[config.mk]
export PLATFORM = sky130hd
export DESIGN_NAME = frpc_device_flat
export DESIGN_NICKNAME = d
export VERILOG_FILES = /design/src/frpc_pkg.sv /design/src/frpc_if.sv /design/src/frpc_device.sv /design/src/flat_wrapper.sv
export SDC_FILE = /design/constraint.sdc
export NUM_CORES = 1
export LEC_CHECK = 0
export ABC_CLOCK_PERIOD_IN_PS = 2250
export BUFFER_PORTS_ARGS = -buffer_cell sky130_fd_sc_hd__buf_2
export CORE_ASPECT_RATIO = 1.75
export CORE_UTILIZATION = 52
export CTS_CLUSTER_SIZE = 25
export DETAILED_ROUTE_END_ITERATION = 8
export PLACE_DENSITY = 0.74
export SLEW_MARGIN = 20
export SYNTH_ARGS = -nofsm -noshare
export SYNTH_HDL_FRONTEND = slang
export SYNTH_SLANG_ARGS = --single-unit
[constraint.sdc]
create_clock -name sys_clk -period 2.25 [get_ports sys_clk]
set_clock_uncertainty 0.05 [all_clocks]
set_input_delay 0.675 -clock sys_clk [delete_from_list [all_inputs] [get_ports sys_clk]]
set_output_delay 0.675 -clock sys_clk [all_outputs]
set_load 0.03 [all_outputs]
[src/frpc_pkg.sv]
package frpc_pkg;
  // ---------------------------------------------------------------
  // Clock and timing
  // ---------------------------------------------------------------
  localparam int CLK_MHZ = 10;                   // sys_clk rate in MHz
  localparam int RESET_PULSE_MIN_US = 1;         // Least reset pulse, us
  localparam int RECOVERY_SHORT_US = 20;         // Recovery after non-erase, us
  localparam int RECOVERY_ERASE_MS = 12;         // Recovery after erase, ms
  localparam int POWER_UP_DELAY_US = 100;        // Power-up delay, us
  // Cycle counts derived from the times
  localparam int RESET_PULSE_CYC = (RESET_PULSE_MIN_US * CLK_MHZ < 1) ? 1 : RESET_PULSE_MIN_US * CLK_MHZ;
  localparam int RECOVERY_SHORT_CYC = RECOVERY_SHORT_US * CLK_MHZ;
  localparam int RECOVERY_ERASE_CYC = RECOVERY_ERASE_MS * 1000 * CLK_MHZ;
  localparam int POWER_UP_CYC = POWER_UP_DELAY_US * CLK_MHZ;
  localparam int CNT_W = 24;                     // Width of delay counters

  // ---------------------------------------------------------------
  // Command codes
  // ---------------------------------------------------------------
  localparam logic [7:0] CMD_RESET_ENABLE = 8'h66; // Arms software reset
  localparam logic [7:0] CMD_RESET = 8'h99;        // Performs software reset
  localparam logic [7:0] CMD_WRITE_ENABLE = 8'h06; // Sets write enable latch
  localparam logic [7:0] CMD_WRITE_DISABLE = 8'h04; // Clears write enable latch
  localparam logic [7:0] CMD_PROGRAM = 8'h02;      // Starts a program
  localparam logic [7:0] CMD_ERASE = 8'h20;        // Starts an erase
  localparam logic [7:0] CMD_READ_STATUS = 8'h05;  // Returns status byte
  localparam logic [7:0] CMD_LOCK_ALL = 8'h7e;     // Sets volatile lock bits
  localparam logic [7:0] CMD_DEEP_DOWN = 8'hb9;    // Enters deep power-down

  // Status byte fields and default values
  localparam int ST_WIP_BIT = 0;                 // Write-in-progress position
  localparam int ST_WEL_BIT = 1;                 // Write enable latch position
  localparam int ST_LOCK_BIT = 7;                // Any-lock-set position
  localparam int LOCK_W = 8;                     // Number of volatile lock bits
  localparam logic [LOCK_W-1:0] LOCK_DEFAULT = 8'h00; // Power-on lock value

  // Internal operation lengths, cycles
  localparam int PROGRAM_CYC = 200;              // Program busy time
  localparam int ERASE_CYC = 2000;               // Erase busy time

  // Operation being interrupted by reset
  typedef enum logic [1:0] {FRPC_OP_IDLE, FRPC_OP_PROG, FRPC_OP_ERASE} frpc_op_e;
endpackage

[src/frpc_if.sv]
`timescale 1ns/1ps
// -----------------------------------------------------------------
// Link between host controller and flash device
// -----------------------------------------------------------------
interface frpc_if;
  logic reset_n;      // Hardware reset, active low
  logic cs_n;         // Chip select, active low
  logic cmd_valid;    // One-cycle command byte strobe
  logic [7:0] cmd;    // Command byte
  logic so_data;      // Serial data out from device
  logic so_oe;        // Device drives serial out
  logic supply_ok;    // Supply above write-inhibit threshold

  modport dev (input reset_n, input cs_n, input cmd_valid, input cmd, input supply_ok,
               output so_data, output so_oe);
  modport host (output reset_n, output cs_n, output cmd_valid, output cmd,
                input so_data, input so_oe, input supply_ok);
endinterface

[src/frpc_device.sv]
`timescale 1ns/1ps
module frpc_device
  import frpc_pkg::*;
(
  input wire logic sys_clk,
  input wire logic sys_rst,
  frpc_if.dev lnk,
  output logic [7:0] status_byte,
  output logic busy,
  output logic deep_down,
  output logic reset_active,
  output logic aborted
);
  import frpc_pkg::*;

  // ---------------------------------------------------------------
  // Pin synchronisers
  // ---------------------------------------------------------------
  logic [1:0] rst_sync_ff;            // Reset pin stages
  logic [1:0] sup_sync_ff;            // Supply-good stages
  logic [1:0] nxt_rst_sync;
  logic [1:0] nxt_sup_sync;
  logic rst_low;                      // Synchronised reset low
  logic sup_ok;                       // Synchronised supply good

  // Next values of the synchronisers
  always_comb begin
    nxt_rst_sync = {rst_sync_ff[0], lnk.reset_n};
    nxt_sup_sync = {sup_sync_ff[0], lnk.supply_ok};
  end

  // Register the synchronisers
  always_ff @(posedge sys_clk) begin
    if (sys_rst) begin
      rst_sync_ff <= 2'h3;
      sup_sync_ff <= 2'h0;
    end else begin
      rst_sync_ff <= nxt_rst_sync;
      sup_sync_ff <= nxt_sup_sync;
    end
  end

  assign rst_low = ~rst_sync_ff[1];
  assign sup_ok = sup_sync_ff[1];

  // ---------------------------------------------------------------
  // Device state
  // ---------------------------------------------------------------
  logic [CNT_W-1:0] pulse_cnt_ff;     // Reset low duration
  logic [CNT_W-1:0] op_cnt_ff;        // Internal operation time left
  logic wel_ff;                       // Write enable latch
  logic reset_armed_ff;               // Reset-enable seen
  logic deep_ff;                      // Deep power-down
  logic aborted_ff;                   // Last reset cut an operation
  logic [LOCK_W-1:0] lock_ff;         // Volatile lock bits
  frpc_op_e op_ff;                    // Operation in progress
  logic [CNT_W-1:0] nxt_pulse_cnt;
  logic [CNT_W-1:0] nxt_op_cnt;
  logic nxt_wel;
  logic nxt_reset_armed;
  logic nxt_deep;
  logic nxt_aborted;
  logic [LOCK_W-1:0] nxt_lock;
  frpc_op_e nxt_op;
  logic full_reset;                   // Any reset of volatile state
  logic cmd_take;                     // Command accepted this cycle

  // Command accepted only when powered, selected, out of reset
  assign cmd_take = lnk.cmd_valid & ~lnk.cs_n & sup_ok & ~rst_low;

  // Next values of all device state
  always_comb begin
    nxt_pulse_cnt = pulse_cnt_ff;
    nxt_op_cnt = op_cnt_ff;
    nxt_wel = wel_ff;
    nxt_reset_armed = reset_armed_ff;
    nxt_deep = deep_ff;
    nxt_aborted = aborted_ff;
    nxt_lock = lock_ff;
    nxt_op = op_ff;
    full_reset = 1'b0;
    // Count reset low time, saturating at the minimum
    if (rst_low) begin
      if (pulse_cnt_ff < CNT_W'(RESET_PULSE_CYC)) begin
        nxt_pulse_cnt = pulse_cnt_ff + CNT_W'(1);
      end
    end else begin
      nxt_pulse_cnt = '0;
    end
    // Internal operation countdown
    if (op_ff != FRPC_OP_IDLE) begin
      if (op_cnt_ff == '0) begin
        nxt_op = FRPC_OP_IDLE;
        nxt_wel = 1'b0;
      end else begin
        nxt_op_cnt = op_cnt_ff - CNT_W'(1);
      end
    end
    // Command decode
    if (cmd_take) begin
      // Any command other than 66h disarms the reset-enable
      nxt_reset_armed = 1'b0;
      if (deep_ff) begin
        // Deep power-down: of the commands, only a software reset pair wakes it
        if (lnk.cmd == CMD_RESET_ENABLE) begin
          nxt_reset_armed = 1'b1;
        end else if (lnk.cmd == CMD_RESET && reset_armed_ff) begin
          full_reset = 1'b1;
        end
      end else begin
        case (lnk.cmd)
          CMD_RESET_ENABLE: begin
            nxt_reset_armed = 1'b1;
          end
          CMD_RESET: begin
            full_reset = reset_armed_ff;
          end
          CMD_WRITE_ENABLE: begin
            if (op_ff == FRPC_OP_IDLE) nxt_wel = 1'b1;
          end
          CMD_WRITE_DISABLE: begin
            if (op_ff == FRPC_OP_IDLE) nxt_wel = 1'b0;
          end
          CMD_LOCK_ALL: begin
            if (op_ff == FRPC_OP_IDLE) nxt_lock = '1;
          end
          CMD_PROGRAM: begin
            if (op_ff == FRPC_OP_IDLE && wel_ff) begin
              nxt_op = FRPC_OP_PROG;
              nxt_op_cnt = CNT_W'(PROGRAM_CYC);
            end
          end
          CMD_ERASE: begin
            if (op_ff == FRPC_OP_IDLE && wel_ff) begin
              nxt_op = FRPC_OP_ERASE;
              nxt_op_cnt = CNT_W'(ERASE_CYC);
            end
          end
          CMD_DEEP_DOWN: begin
            if (op_ff == FRPC_OP_IDLE) nxt_deep = 1'b1;
          end
          default: begin
            nxt_reset_armed = 1'b0;
          end
        endcase
      end
    end
    // Full hardware reset after a long enough pulse
    if (rst_low && pulse_cnt_ff >= CNT_W'(RESET_PULSE_CYC - 1)) begin
      full_reset = 1'b1;
    end
    // Supply below threshold holds everything in reset
    if (!sup_ok) begin
      full_reset = 1'b1;
    end
    if (full_reset) begin
      nxt_aborted = (op_ff != FRPC_OP_IDLE);
      nxt_op = FRPC_OP_IDLE;
      nxt_op_cnt = '0;
      nxt_wel = 1'b0;
      nxt_lock = LOCK_DEFAULT;
      nxt_deep = 1'b0;
      nxt_reset_armed = 1'b0;
    end
  end

  // Register the device state
  always_ff @(posedge sys_clk) begin
    if (sys_rst) begin
      pulse_cnt_ff <= '0;
      op_cnt_ff <= '0;
      wel_ff <= 1'b0;
      reset_armed_ff <= 1'b0;
      deep_ff <= 1'b0;
      aborted_ff <= 1'b0;
      lock_ff <= LOCK_DEFAULT;
      op_ff <= FRPC_OP_IDLE;
    end else begin
      pulse_cnt_ff <= nxt_pulse_cnt;
      op_cnt_ff <= nxt_op_cnt;
      wel_ff <= nxt_wel;
      reset_armed_ff <= nxt_reset_armed;
      deep_ff <= nxt_deep;
      aborted_ff <= nxt_aborted;
      lock_ff <= nxt_lock;
      op_ff <= nxt_op;
    end
  end

  // ---------------------------------------------------------------
  // Status output
  // ---------------------------------------------------------------
  logic [7:0] status_ff;              // Registered status byte
  logic [7:0] nxt_status;
  logic so_oe_ff;                     // Serial output enable
  logic nxt_so_oe;

  // Build status and output enable
  always_comb begin
    nxt_status = 8'h00;
    nxt_status[ST_WIP_BIT] = (op_ff != FRPC_OP_IDLE);
    nxt_status[ST_WEL_BIT] = wel_ff;
    nxt_status[ST_LOCK_BIT] = |lock_ff;
    // Drive only when selected, powered, not in reset
    nxt_so_oe = ~lnk.cs_n & sup_ok & ~rst_low & ~deep_ff;
  end

  // Register status and enable
  always_ff @(posedge sys_clk) begin
    if (sys_rst) begin
      status_ff <= 8'h00;
      so_oe_ff <= 1'b0;
    end else begin
      status_ff <= nxt_status;
      so_oe_ff <= nxt_so_oe;
    end
  end

  assign lnk.so_oe = so_oe_ff;
  assign lnk.so_data = so_oe_ff & status_ff[ST_WIP_BIT];
  assign status_byte = status_ff;
  assign busy = (op_ff != FRPC_OP_IDLE);
  assign deep_down = deep_ff;
  assign reset_active = rst_low | ~sup_ok;
  assign aborted = aborted_ff;
endmodule

[src/flat_wrapper.sv]
// flat-port wrapper written by rule: the top's interface ports become plain ports
module frpc_device_flat import frpc_pkg::*;
  (sys_clk, sys_rst, status_byte, busy, deep_down, reset_active, aborted, lnk_reset_n, lnk_cs_n, lnk_cmd_valid, lnk_cmd, lnk_supply_ok, lnk_so_data, lnk_so_oe);
  frpc_if lnk_i ();
  input wire logic sys_clk;
  input wire logic sys_rst;
  output logic [7:0] status_byte;
  output logic busy;
  output logic deep_down;
  output logic reset_active;
  output logic aborted;
  input wire logic [$bits(lnk_i.reset_n)-1:0] lnk_reset_n;
  input wire logic [$bits(lnk_i.cs_n)-1:0] lnk_cs_n;
  input wire logic [$bits(lnk_i.cmd_valid)-1:0] lnk_cmd_valid;
  input wire logic [$bits(lnk_i.cmd)-1:0] lnk_cmd;
  input wire logic [$bits(lnk_i.supply_ok)-1:0] lnk_supply_ok;
  output wire logic [$bits(lnk_i.so_data)-1:0] lnk_so_data;
  output wire logic [$bits(lnk_i.so_oe)-1:0] lnk_so_oe;
  assign lnk_i.reset_n = lnk_reset_n;
  assign lnk_i.cs_n = lnk_cs_n;
  assign lnk_i.cmd_valid = lnk_cmd_valid;
  assign lnk_i.cmd = lnk_cmd;
  assign lnk_i.supply_ok = lnk_supply_ok;
  assign lnk_so_data = lnk_i.so_data;
  assign lnk_so_oe = lnk_i.so_oe;
  frpc_device u_core (.sys_clk(sys_clk), .sys_rst(sys_rst), .lnk(lnk_i), .status_byte(status_byte), .busy(busy), .deep_down(deep_down), .reset_active(reset_active), .aborted(aborted));
endmodule
==> reports/metrics.csv, run 1 <==
metric,value,unit
Worst R2R Setup Slack,-0.00007,ns
Tot Pwr,2.21,mW
Crit path max-delay family,simple AND/OR/NAND/NOR gates,
min Tclk post-route,2.25,ns
Max-Cap Viols,0,
CP Cell Sequence,or4_4 > or3_4 > or2_1 > or4_4 > a21oi_2,
worst slew pin tran,0.897,ns
RD Place Congestion,0.908,
YS warnings,0,
sw power,0.518,mW
Critical Path RT,2.48,ns
GRT Total Usage,0.227,
Layout area overhead,15.6,%
fmax,444,MHz
Port Buf Inserts,22,
Sink Count,63,
design area,0.00318,sq mm
largest net degree at the start of global routing,21,
CTS root buf,clkbuf_8,
#FFs+latches synth,63,
final antenna-violating net count,0,
Sw Ratio,0.235,
cell leakage power,1.22,nW
sequential-to-total area share from yosys stat,0.459,
# IOs,28,
type of the worst setup path,flip-flop to flip-flop,
CTS tree,yes,
WP data arrival,2.48,ns
CP max stage delay,0.57,ns
Syn Inst Count,300,
gr ovfl total,0,
detailed placement HPWL,4330,microns
"Worst Setup Slack, final",-0.0000711,ns
drc violations,0,
worst hold margin,0.385,ns
drt total wl,5900,microns
clk buf depth,2,
Worst Hold Depth,1,
violated checks,setup timing,
Combinational Power Share,0.034,
starting DRC count in detailed routing,79,
Layout Nets,355,
Worst VDD drop,0.547,mV
Worst Hold Class,flip-flop to flip-flop,
Worst setup SP type,flip-flop,
DRT Pass-1 Iters,4,
Slew headroom,0.399,
RSZ-0062 raised after global routing,true,
Die Span X,57.0,microns
ys flop type,dfxtp_1,
core area,0.00502,sq mm
top post-synthesis cells by area,"dfxtp_1 46%, and2_1 5.5%, a21oi_1 3.5%",
# hold bufs at CTS,0,
H-tree Lvls,3,
Vias/cell,5.84,
final max-slew violation count,0,
Cell Int Power,1.69,mW
final setup fails,1,
full die area,0.00559,sq mm
crit path max fanout,5,
row count,34,
Post-DP Area,0.00295,sq mm
most numerous cell in the Yosys netlist,dfxtp_1,
vias in the first global route,2304,
Post-synth EDFFs,0,
sequential share of power,0.508,
"area leader, netlist",dfxtp_1,
clock power share,0.457,
Clock Latency Late Sink,0.34,ns
cts bufs inserted,9,
CP endpoint kind,flip-flop,
n_diodes,0,
layout cell share with drive strength beyond 1,0.208,
Die Span Y,98.2,microns
effective utilization at floorplan,0.548,
total negative slack,-0.0000711,ns
post-synth top area share,0.459,
Post-Syn Area,0.00275,sq mm
DR vias,2308,
synth cell count leaders,"63 x dfxtp_1, 24 x and2_1, 21 x nor2_1",
"Reg clk slew, reported paths",0.07,ns
Yosys cell types,48,
Syn Area/Cell,9.16,sq um
Routed wire per std cell,14.9,microns
Critical Path Stages,5,
Fin. Hold Viols,0,
initial antenna violation count,0,
final period utilization,1.00,
Buffers & Inverters on Critical Path,0,
pwr/cell area,694,mW/mm^2
status,"finished, violations left",
global-route wire length before repair,9810,microns
CP dominant cell by count,or4_4,
Synth async-reset ratio,0,
R2R cell count,5,
critical path's slowest cell,or4_4,
-- path summary, 6_finish.rpt --
check                                      startpoint               endpoint
worst min register to register  u_core.rst_sync_ff[0]  u_core.rst_sync_ff[1]
worst min-delay path            u_core.rst_sync_ff[0]  u_core.rst_sync_ff[1]
worst max register to register   u_core.op_cnt_ff[17]   u_core.op_cnt_ff[23]
worst max-delay path             u_core.op_cnt_ff[17]   u_core.op_cnt_ff[23]
-- per-layer routing --
metal,GRT usage,part of all wire
met1,0.221,0.40
met2,0.414,0.54
met3,0.0583,0.030
met4,0.135,0.031
met5,0,0
-- stage by stage --
step | cells | setup WS (ns) | util
global placement | 377 | 0.0635 | 0.587
global route | 395 | -0.0364 | 0.633
detailed placement | 377 | 0.0187 | 0.587
floorplan | 304 | 0.0763 | -
finish | 395 | -0.0000711 | 0.633
CTS | 393 | 0.00875 | 0.628
-- area by class of cell --
class | instances | area (sq um)
timing repair buffer | 34 | 200
fill | 460 | 1840
clock buffer | 10 | 138
clock inverter | 6 | 68.8
multi-input combinational | 221 | 1420
sequential | 63 | 1260
tap | 54 | 67.6
inverter | 7 | 26.3
-- cell families (layout without fill, tap and decap cells) --
group	count (synthesis)	after routing	share of synthesized area
other	1	5	0.00136
buffers and inverters	20	57	0.0346
and+or+nand+nor	144	144	0.313
adders and majority gates	5	5	0.0228
muxes	2	2	0.00774
AOI/OAI and AO/OA	57	57	0.137
DFF	63	63	0.459
xor gates and xnor gates	8	8	0.0255
-- state kept, by name (all words and copies together) (netlist names) --
register,count
u_core.op_cnt_ff,24
u_core.pulse_cnt_ff,24
u_core.status_byte,3
u_core.op_ff,2
u_core.rst_sync_ff,2
u_core.sup_sync_ff,2
u_core.aborted,1
u_core.deep_down,1
u_core.lnk.so_oe,1
u_core.lock_ff,1
u_core.reset_armed_ff,1
u_core.wel_ff,1
-- timing repair --
item | 4_1_cts | 5_1_grt
resized for setup | 0 | 4
endpoints found under the setup margin | 0 | 1
buffers inserted | 0 | 2
-- layout by cell type, fill, tap and decap left out, drive strengths merged, types with 11 or more instances in the layout --
master  count
and2       24
dfxtp      63
nor2       21
buf        34
nor4       11
nand2      13
or4        12
a21oi      19
nor3       11
-- power groups by stage --
stage | clock, mW | sequential [mW] | combinational, mW
after global placement | 0 | 1.15 | 0.0740
after floorplan | 0 | 1.15 | 0.0488
final | 1.01 | 1.12 | 0.0759
after detailed placement | 0 | 1.15 | 0.0748
after global routing | 1.08 | 1.12 | 0.0816
after CTS | 1.03 | 1.12 | 0.0752
No activity file was read; power rests on OpenSTA's default activity.
==> run 2: changes to the inputs <==
--- a/config.mk
+++ b/config.mk
@@ -11,7 +11,7 @@
 export CORE_UTILIZATION = 52
 export CTS_CLUSTER_SIZE = 25
 export DETAILED_ROUTE_END_ITERATION = 8
-export PLACE_DENSITY = 0.74
+export PLACE_DENSITY = 0.73
 export SLEW_MARGIN = 20
 export SYNTH_ARGS = -nofsm -noshare
 export SYNTH_HDL_FRONTEND = slang
==> run 2 against run 1 <==
First-iteration DRC count fell by 25%. Critical path depth did not move. The flow now finishes without violations. Critical path type unchanged. Largest cell class unchanged. Die area did not move. Global-route usage rose by 0.61 points. Flip-flop and latch count did not move. Final cell count rose by 1.0%. Combinational power rose by 5.5%. Sequential power barely moved.
==> reports/metrics.csv, run 2 (same netlist as run 1, synthesis figures left out) <==
metric,value,unit
status,completed,
full die area,0.00559,sq mm
Finished Layout Cells,399,
pwr/cell area,668,mW/mm^2
fillers,435,
# IOs,28,
Critical Path RT,2.47,ns
fmax,451,MHz
effective utilization at floorplan,0.548,
final period utilization,0.986,
total negative slack,0,ns
hold endpoint,u_core.rst_sync_ff[1],
Tot Pwr,2.14,mW
WP data arrival,2.44,ns
cts bufs inserted,9,
Die Span X,57.0,microns
drt total wl,5950,microns
row count,34,
RD Place Congestion,0.930,
Fin. Hold Viols,0,
r2r endpoint,u_core.op_cnt_ff[23],
Port Buf Inserts,22,
worst hold start,u_core.rst_sync_ff[0],
Cell Count Post-Placement,382,
min Tclk post-route,2.22,ns
CP Cell Sequence,or4_4 > or3_4 > or2_1 > or4_1 > a21oi_1,
H-tree Lvls,3,
"most common cell after layout, fill and taps aside",dfxtp_1,
"Reg clk slew, reported paths",0.07,ns
"worst slack, placed",0.00443,ns
CTS tree,yes,
vias in the first global route,2243,
"Worst Setup Slack, final",0.0312,ns
largest net degree at the start of global routing,21,
crit path max fanout,4,
cell leakage power,1.23,nW
DRT Pass-1 Iters,4,
layout cell share with drive strength beyond 1,0.209,
type of the worst setup path,flip-flop to flip-flop,
Crit Reg-Reg Startpoint,u_core.op_cnt_ff[17],
gr ovfl total,0,
area of the multi-input gates,0.00142,sq mm
Worst Hold Class,flip-flop to flip-flop,
final setup fails,0,
worst hold margin,0.381,ns
clk buf depth,2,
core area,0.00502,sq mm
critical path's slowest cell,or4_4,
Die Span Y,98.2,microns
Routed wire per std cell,14.9,microns
Clock Latency Late Sink,0.34,ns
Layout Nets,359,
final antenna-violating net count,0,
# hold bufs at CTS,0,
Buffers & Inverters on Critical Path,0,
final max-slew violation count,0,
Vias/cell,5.77,
Slew headroom,0.394,
R2R cell count,5,
Critical Path Stages,5,
Util after Layout,0.639,
CP endpoint kind,flip-flop,
starting DRC count in detailed routing,59,
detailed placement HPWL,4440,microns
initial antenna violation count,0,
drc violations,0,
Layout area overhead,16.8,%
GRT Total Usage,0.233,
Worst VDD drop,0.702,mV
Worst setup SP type,flip-flop,
Sink Count,63,
CTS root buf,clkbuf_8,
design area,0.00321,sq mm
DR vias,2302,
Reg area,0.00126,sq mm
RSZ-0062 raised after global routing,true,
Crit path max-delay family,simple AND/OR/NAND/NOR gates,
worst slew pin tran,0.905,ns
most frequent cells in the layout,"63 x dfxtp_1, 24 x and2_1, 22 x buf_2, 21 x nor2_1, 19 x a21oi_1",
Max-Cap Viols,0,
global-route wire length before repair,10000,microns
Worst Hold Depth,1,
n_diodes,0,
Worst R2R Setup Slack,0.03,ns
CP max stage delay,0.55,ns
Post-DP Area,0.00300,sq mm
## run 2: cell types whose count changed in the layout (fill, tap and decap cells not counted), sizes merged
| cell | previous run | this run |
|---|---|---|
| buf | 34 | 38 |
| clkinv | 3 | 4 |
| inv | 8 | 7 |
## run 2: repair_timing
action,4_1_cts,5_1_grt
buffers inserted,0,1
setup endpoints to repair,0,3
resized for setup,0,3
## run 2: routing by layer
metal | GRT usage | wire length (microns) | vias up
met1 | 0.240 | 2370 | 1072
li1 | - | - | 1173
met5 | 0 | 0 | -
met4 | 0.126 | 138 | 0
met2 | 0.423 | 3270 | 43
met3 | 0.0517 | 167 | 14
## run 2: layout make-up
class | instances | share of cell area
clock inverter | 6 | 0.0191
inverter | 7 | 0.00819
sequential | 63 | 0.393
multi-input combinational | 221 | 0.443
clock buffer | 10 | 0.0398
timing repair buffer | 38 | 0.0756
tap | 54 | 0.0211
## run 2: worst max-delay path by stage
stage | start | endpoint
CTS | u_core.op_cnt_ff[16] | u_core.op_cnt_ff[23]
finish | u_core.op_cnt_ff[17] | u_core.op_cnt_ff[23]
global placement | u_core.op_cnt_ff[17] | u_core.op_cnt_ff[23]
global route | u_core.op_cnt_ff[17] | u_core.op_cnt_ff[23]
detailed placement | u_core.op_cnt_ff[17] | u_core.op_cnt_ff[23]
floorplan | u_core.op_cnt_ff[16] | u_core.op_cnt_ff[23]
## run 2: power by group
part | internal [mW] | leakage [nW] | total (mW) | switching (mW)
logic | 0.0268 | 0.628 | 0.0801 | 0.0533
registers | 1.12 | 0.508 | 1.12 | 0.00341
clock network | 0.507 | 0.0960 | 0.942 | 0.435
==> run 3: changes to the inputs <==
--- a/config.mk
+++ b/config.mk
@@ -5,13 +5,14 @@
 export SDC_FILE = /design/constraint.sdc
 export NUM_CORES = 1
 export LEC_CHECK = 0
+export ABC_AREA = 1
 export ABC_CLOCK_PERIOD_IN_PS = 2250
 export BUFFER_PORTS_ARGS = -buffer_cell sky130_fd_sc_hd__buf_2
 export CORE_ASPECT_RATIO = 1.75
-export CORE_UTILIZATION = 52
-export CTS_CLUSTER_SIZE = 25
+export CORE_UTILIZATION = 54
+export CTS_CLUSTER_SIZE = 20
 export DETAILED_ROUTE_END_ITERATION = 8
-export PLACE_DENSITY = 0.73
+export PLACE_DENSITY = 0.75
 export SLEW_MARGIN = 20
 export SYNTH_ARGS = -nofsm -noshare
 export SYNTH_HDL_FRONTEND = slang
==> run 3 against run 2 <==
Maximum frequency up 14%. Via count rose by 26%. Critical path depth decreased by 2. Count of clock-buffer cells in the layout shrank 1. Global-route usage up 1.2 points. Routed wire length grew 15%. Hold slack lost 0.0084 ns. Sequential power hardly changed.
==> reports/metrics.csv, run 3 <==
metric,value,unit
status,completed,
Max-Cap Viols,0,
drc violations,0,
Yosys cell types,35,
final setup fails,0,
cell leakage power,1.60,nW
WP data arrival,1.22,ns
Critical Path RT,1.52,ns
DRT Pass-1 Iters,4,
Port Buf Inserts,22,
final period utilization,0.863,
Syn Inst Count,473,
Syn Area/Cell,6.89,sq um
Finished Layout Cells,580,
Die Span X,60.7,microns
largest net degree at the start of global routing,27,
row count,37,
core area,0.00583,sq mm
CTS tree,yes,
final max-slew violation count,0,
CP Cell Sequence,nor2_4 > inv_2 > buf_2,
final antenna-violating net count,0,
Vias/cell,4.98,
Post-CTS Setup Bufs,0,
Reg area,0.00126,sq mm
post-synth top area share,0.387,
area of the multi-input gates,0.00165,sq mm
CTS root buf,clkbuf_8,
crit path max fanout,10,
critical path's slowest cell,dfxtp_1,
H-tree Lvls,3,
Worst VDD drop,0.550,mV
Tot Pwr,2.08,mW
Cell Count Post-Placement,564,
synth cell count leaders,"99 x nor2_1, 85 x nand2_1, 69 x inv_1",
DR WL met2,3650,microns
DR vias,2890,
Layout Nets,516,
vias in the first global route,2693,
CP endpoint kind,output port,
total negative slack,0,ns
RD Place Congestion,0.899,
worst hold margin,0.372,ns
Worst setup SP type,flip-flop,
type of the worst setup path,flip-flop to output port,
Routed wire per std cell,11.8,microns
RSZ-0062 raised after global routing,false,
top post-synthesis cells by area,"dfxtp_1 39%, nor2_1 11%, nand2_1 9.8%",
design area,0.00358,sq mm
M1 WL,2710,microns
Post-Syn Area,0.00326,sq mm
global-route wire length before repair,11400,microns
Sink Count,63,
Layout area overhead,9.71,%
layout cell share with drive strength beyond 1,0.143,
"Reg clk slew, reported paths",0.08,ns
Die Span Y,105,microns
Post-DP Area,0.00340,sq mm
Slew headroom,0.619,
clk buf depth,2,
Synth async-reset ratio,0,
max layer used,met4,
"area leader, netlist",dfxtp_1,
Post-synth EDFFs,0,
CP max stage delay,0.34,ns
YS warnings,0,
post-cts sizing count,0,
Clock Latency Late Sink,0.35,ns
gr ovfl total,0,
most frequent cells in the layout,"99 x nor2_1, 85 x nand2_1, 69 x inv_1, 63 x dfxtp_1, 40 x nand3_1",
effective utilization at floorplan,0.559,
GRT Total Usage,0.244,
fillers,573,
worst slew pin tran,0.571,ns
# IOs,28,
detailed placement HPWL,5180,microns
# hold bufs at CTS,0,
most numerous cell in the Yosys netlist,nor2_1,
pwr/cell area,582,mW/mm^2
#FFs+latches synth,63,
Worst Hold Class,flip-flop to flip-flop,
full die area,0.00637,sq mm
drt total wl,6850,microns
fmax,515,MHz
starting DRC count in detailed routing,145,
Met3 Wirelength,237,microns
initial antenna violation count,0,
sequential-to-total area share from yosys stat,0.387,
min Tclk post-route,1.94,ns
n_diodes,0,
ys flop type,dfxtp_1,
cts bufs inserted,9,
Fin. Hold Viols,0,
"most common cell after layout, fill and taps aside",nor2_1,
## run 3: cell types whose count changed after synthesis, sizes merged, moves of 10 or more
cell	before	now
o31ai	10	0
nand3	10	42
inv	7	72
and2	24	0
or4	12	0
nand4	5	20
a211oi	10	0
nand2	13	91
nor2	21	111
o21ai	5	15
## run 3: power breakdown
part / total [mW] / switching (mW) / internal, mW / leakage [nW]
Clock: 0.885 / 0.473 / 0.411 / 0.0906
Sequential: 1.12 / 0.00255 / 1.12 / 0.508
Combinational: 0.0749 / 0.0536 / 0.0213 / 1.00
Total: 2.08 / 0.529 / 1.55 / 1.60
## run 3: cell type report
cell class | count | area share
inverter | 72 | 0.0756
tap | 78 | 0.0273
multi-input combinational | 328 | 0.461
sequential | 63 | 0.353
timing repair buffer | 23 | 0.0329
clock buffer | 9 | 0.0346
clock inverter | 7 | 0.0157
## run 3: logic make-up (layout without fill, tap and decap cells)
family                   after synthesis  after routing  synth area share
other                                  1              5           0.00115
XOR/XNOR                               6              6            0.0161
adder cells (fa/ha/maj)                5              5            0.0192
buffers and inverters                 86            111             0.112
AO/OA/AOI/OAI                         30             30            0.0514
AND/OR/NAND/NOR                      282            282             0.414
flip-flops                            63             63             0.387
## run 3: routing by layer
metal	GRT usage	up-vias
li1	-	1522
met1	0.240	1296
met2	0.429	52
met3	0.0644	20
met4	0.149	0
met5	0	-
## run 3: path summary, 6_finish.rpt
check | start | to | slack, ns | depth (start not counted)
worst max register to register | u_core.op_cnt_ff[12] | u_core.op_cnt_ff[7] | 0.35 | 7
worst max-delay path | u_core.op_ff[1] | busy | 0.31 | 3
worst min register to register | u_core.sup_sync_ff[0] | u_core.sup_sync_ff[1] | 0.37 | 2
worst min-delay path | u_core.sup_sync_ff[0] | u_core.sup_sync_ff[1] | 0.37 | 2
## run 3: per-stage QoR
| stage | utilization | worst slack (ns) |
|---|---|---|
| floorplan | - | 0.508 |
| global placement | 0.582 | 0.337 |
| detailed placement | 0.582 | 0.302 |
| CTS | 0.613 | 0.283 |
| global route | 0.613 | 0.230 |
| finish | 0.613 | 0.308 |
## run 3: worst max-delay path, delay by kind of cell (launching register included)
kind	cells	cell delay, ns
flops	1	0.34
buf+inv	2	0.24
simple gates	1	0.29
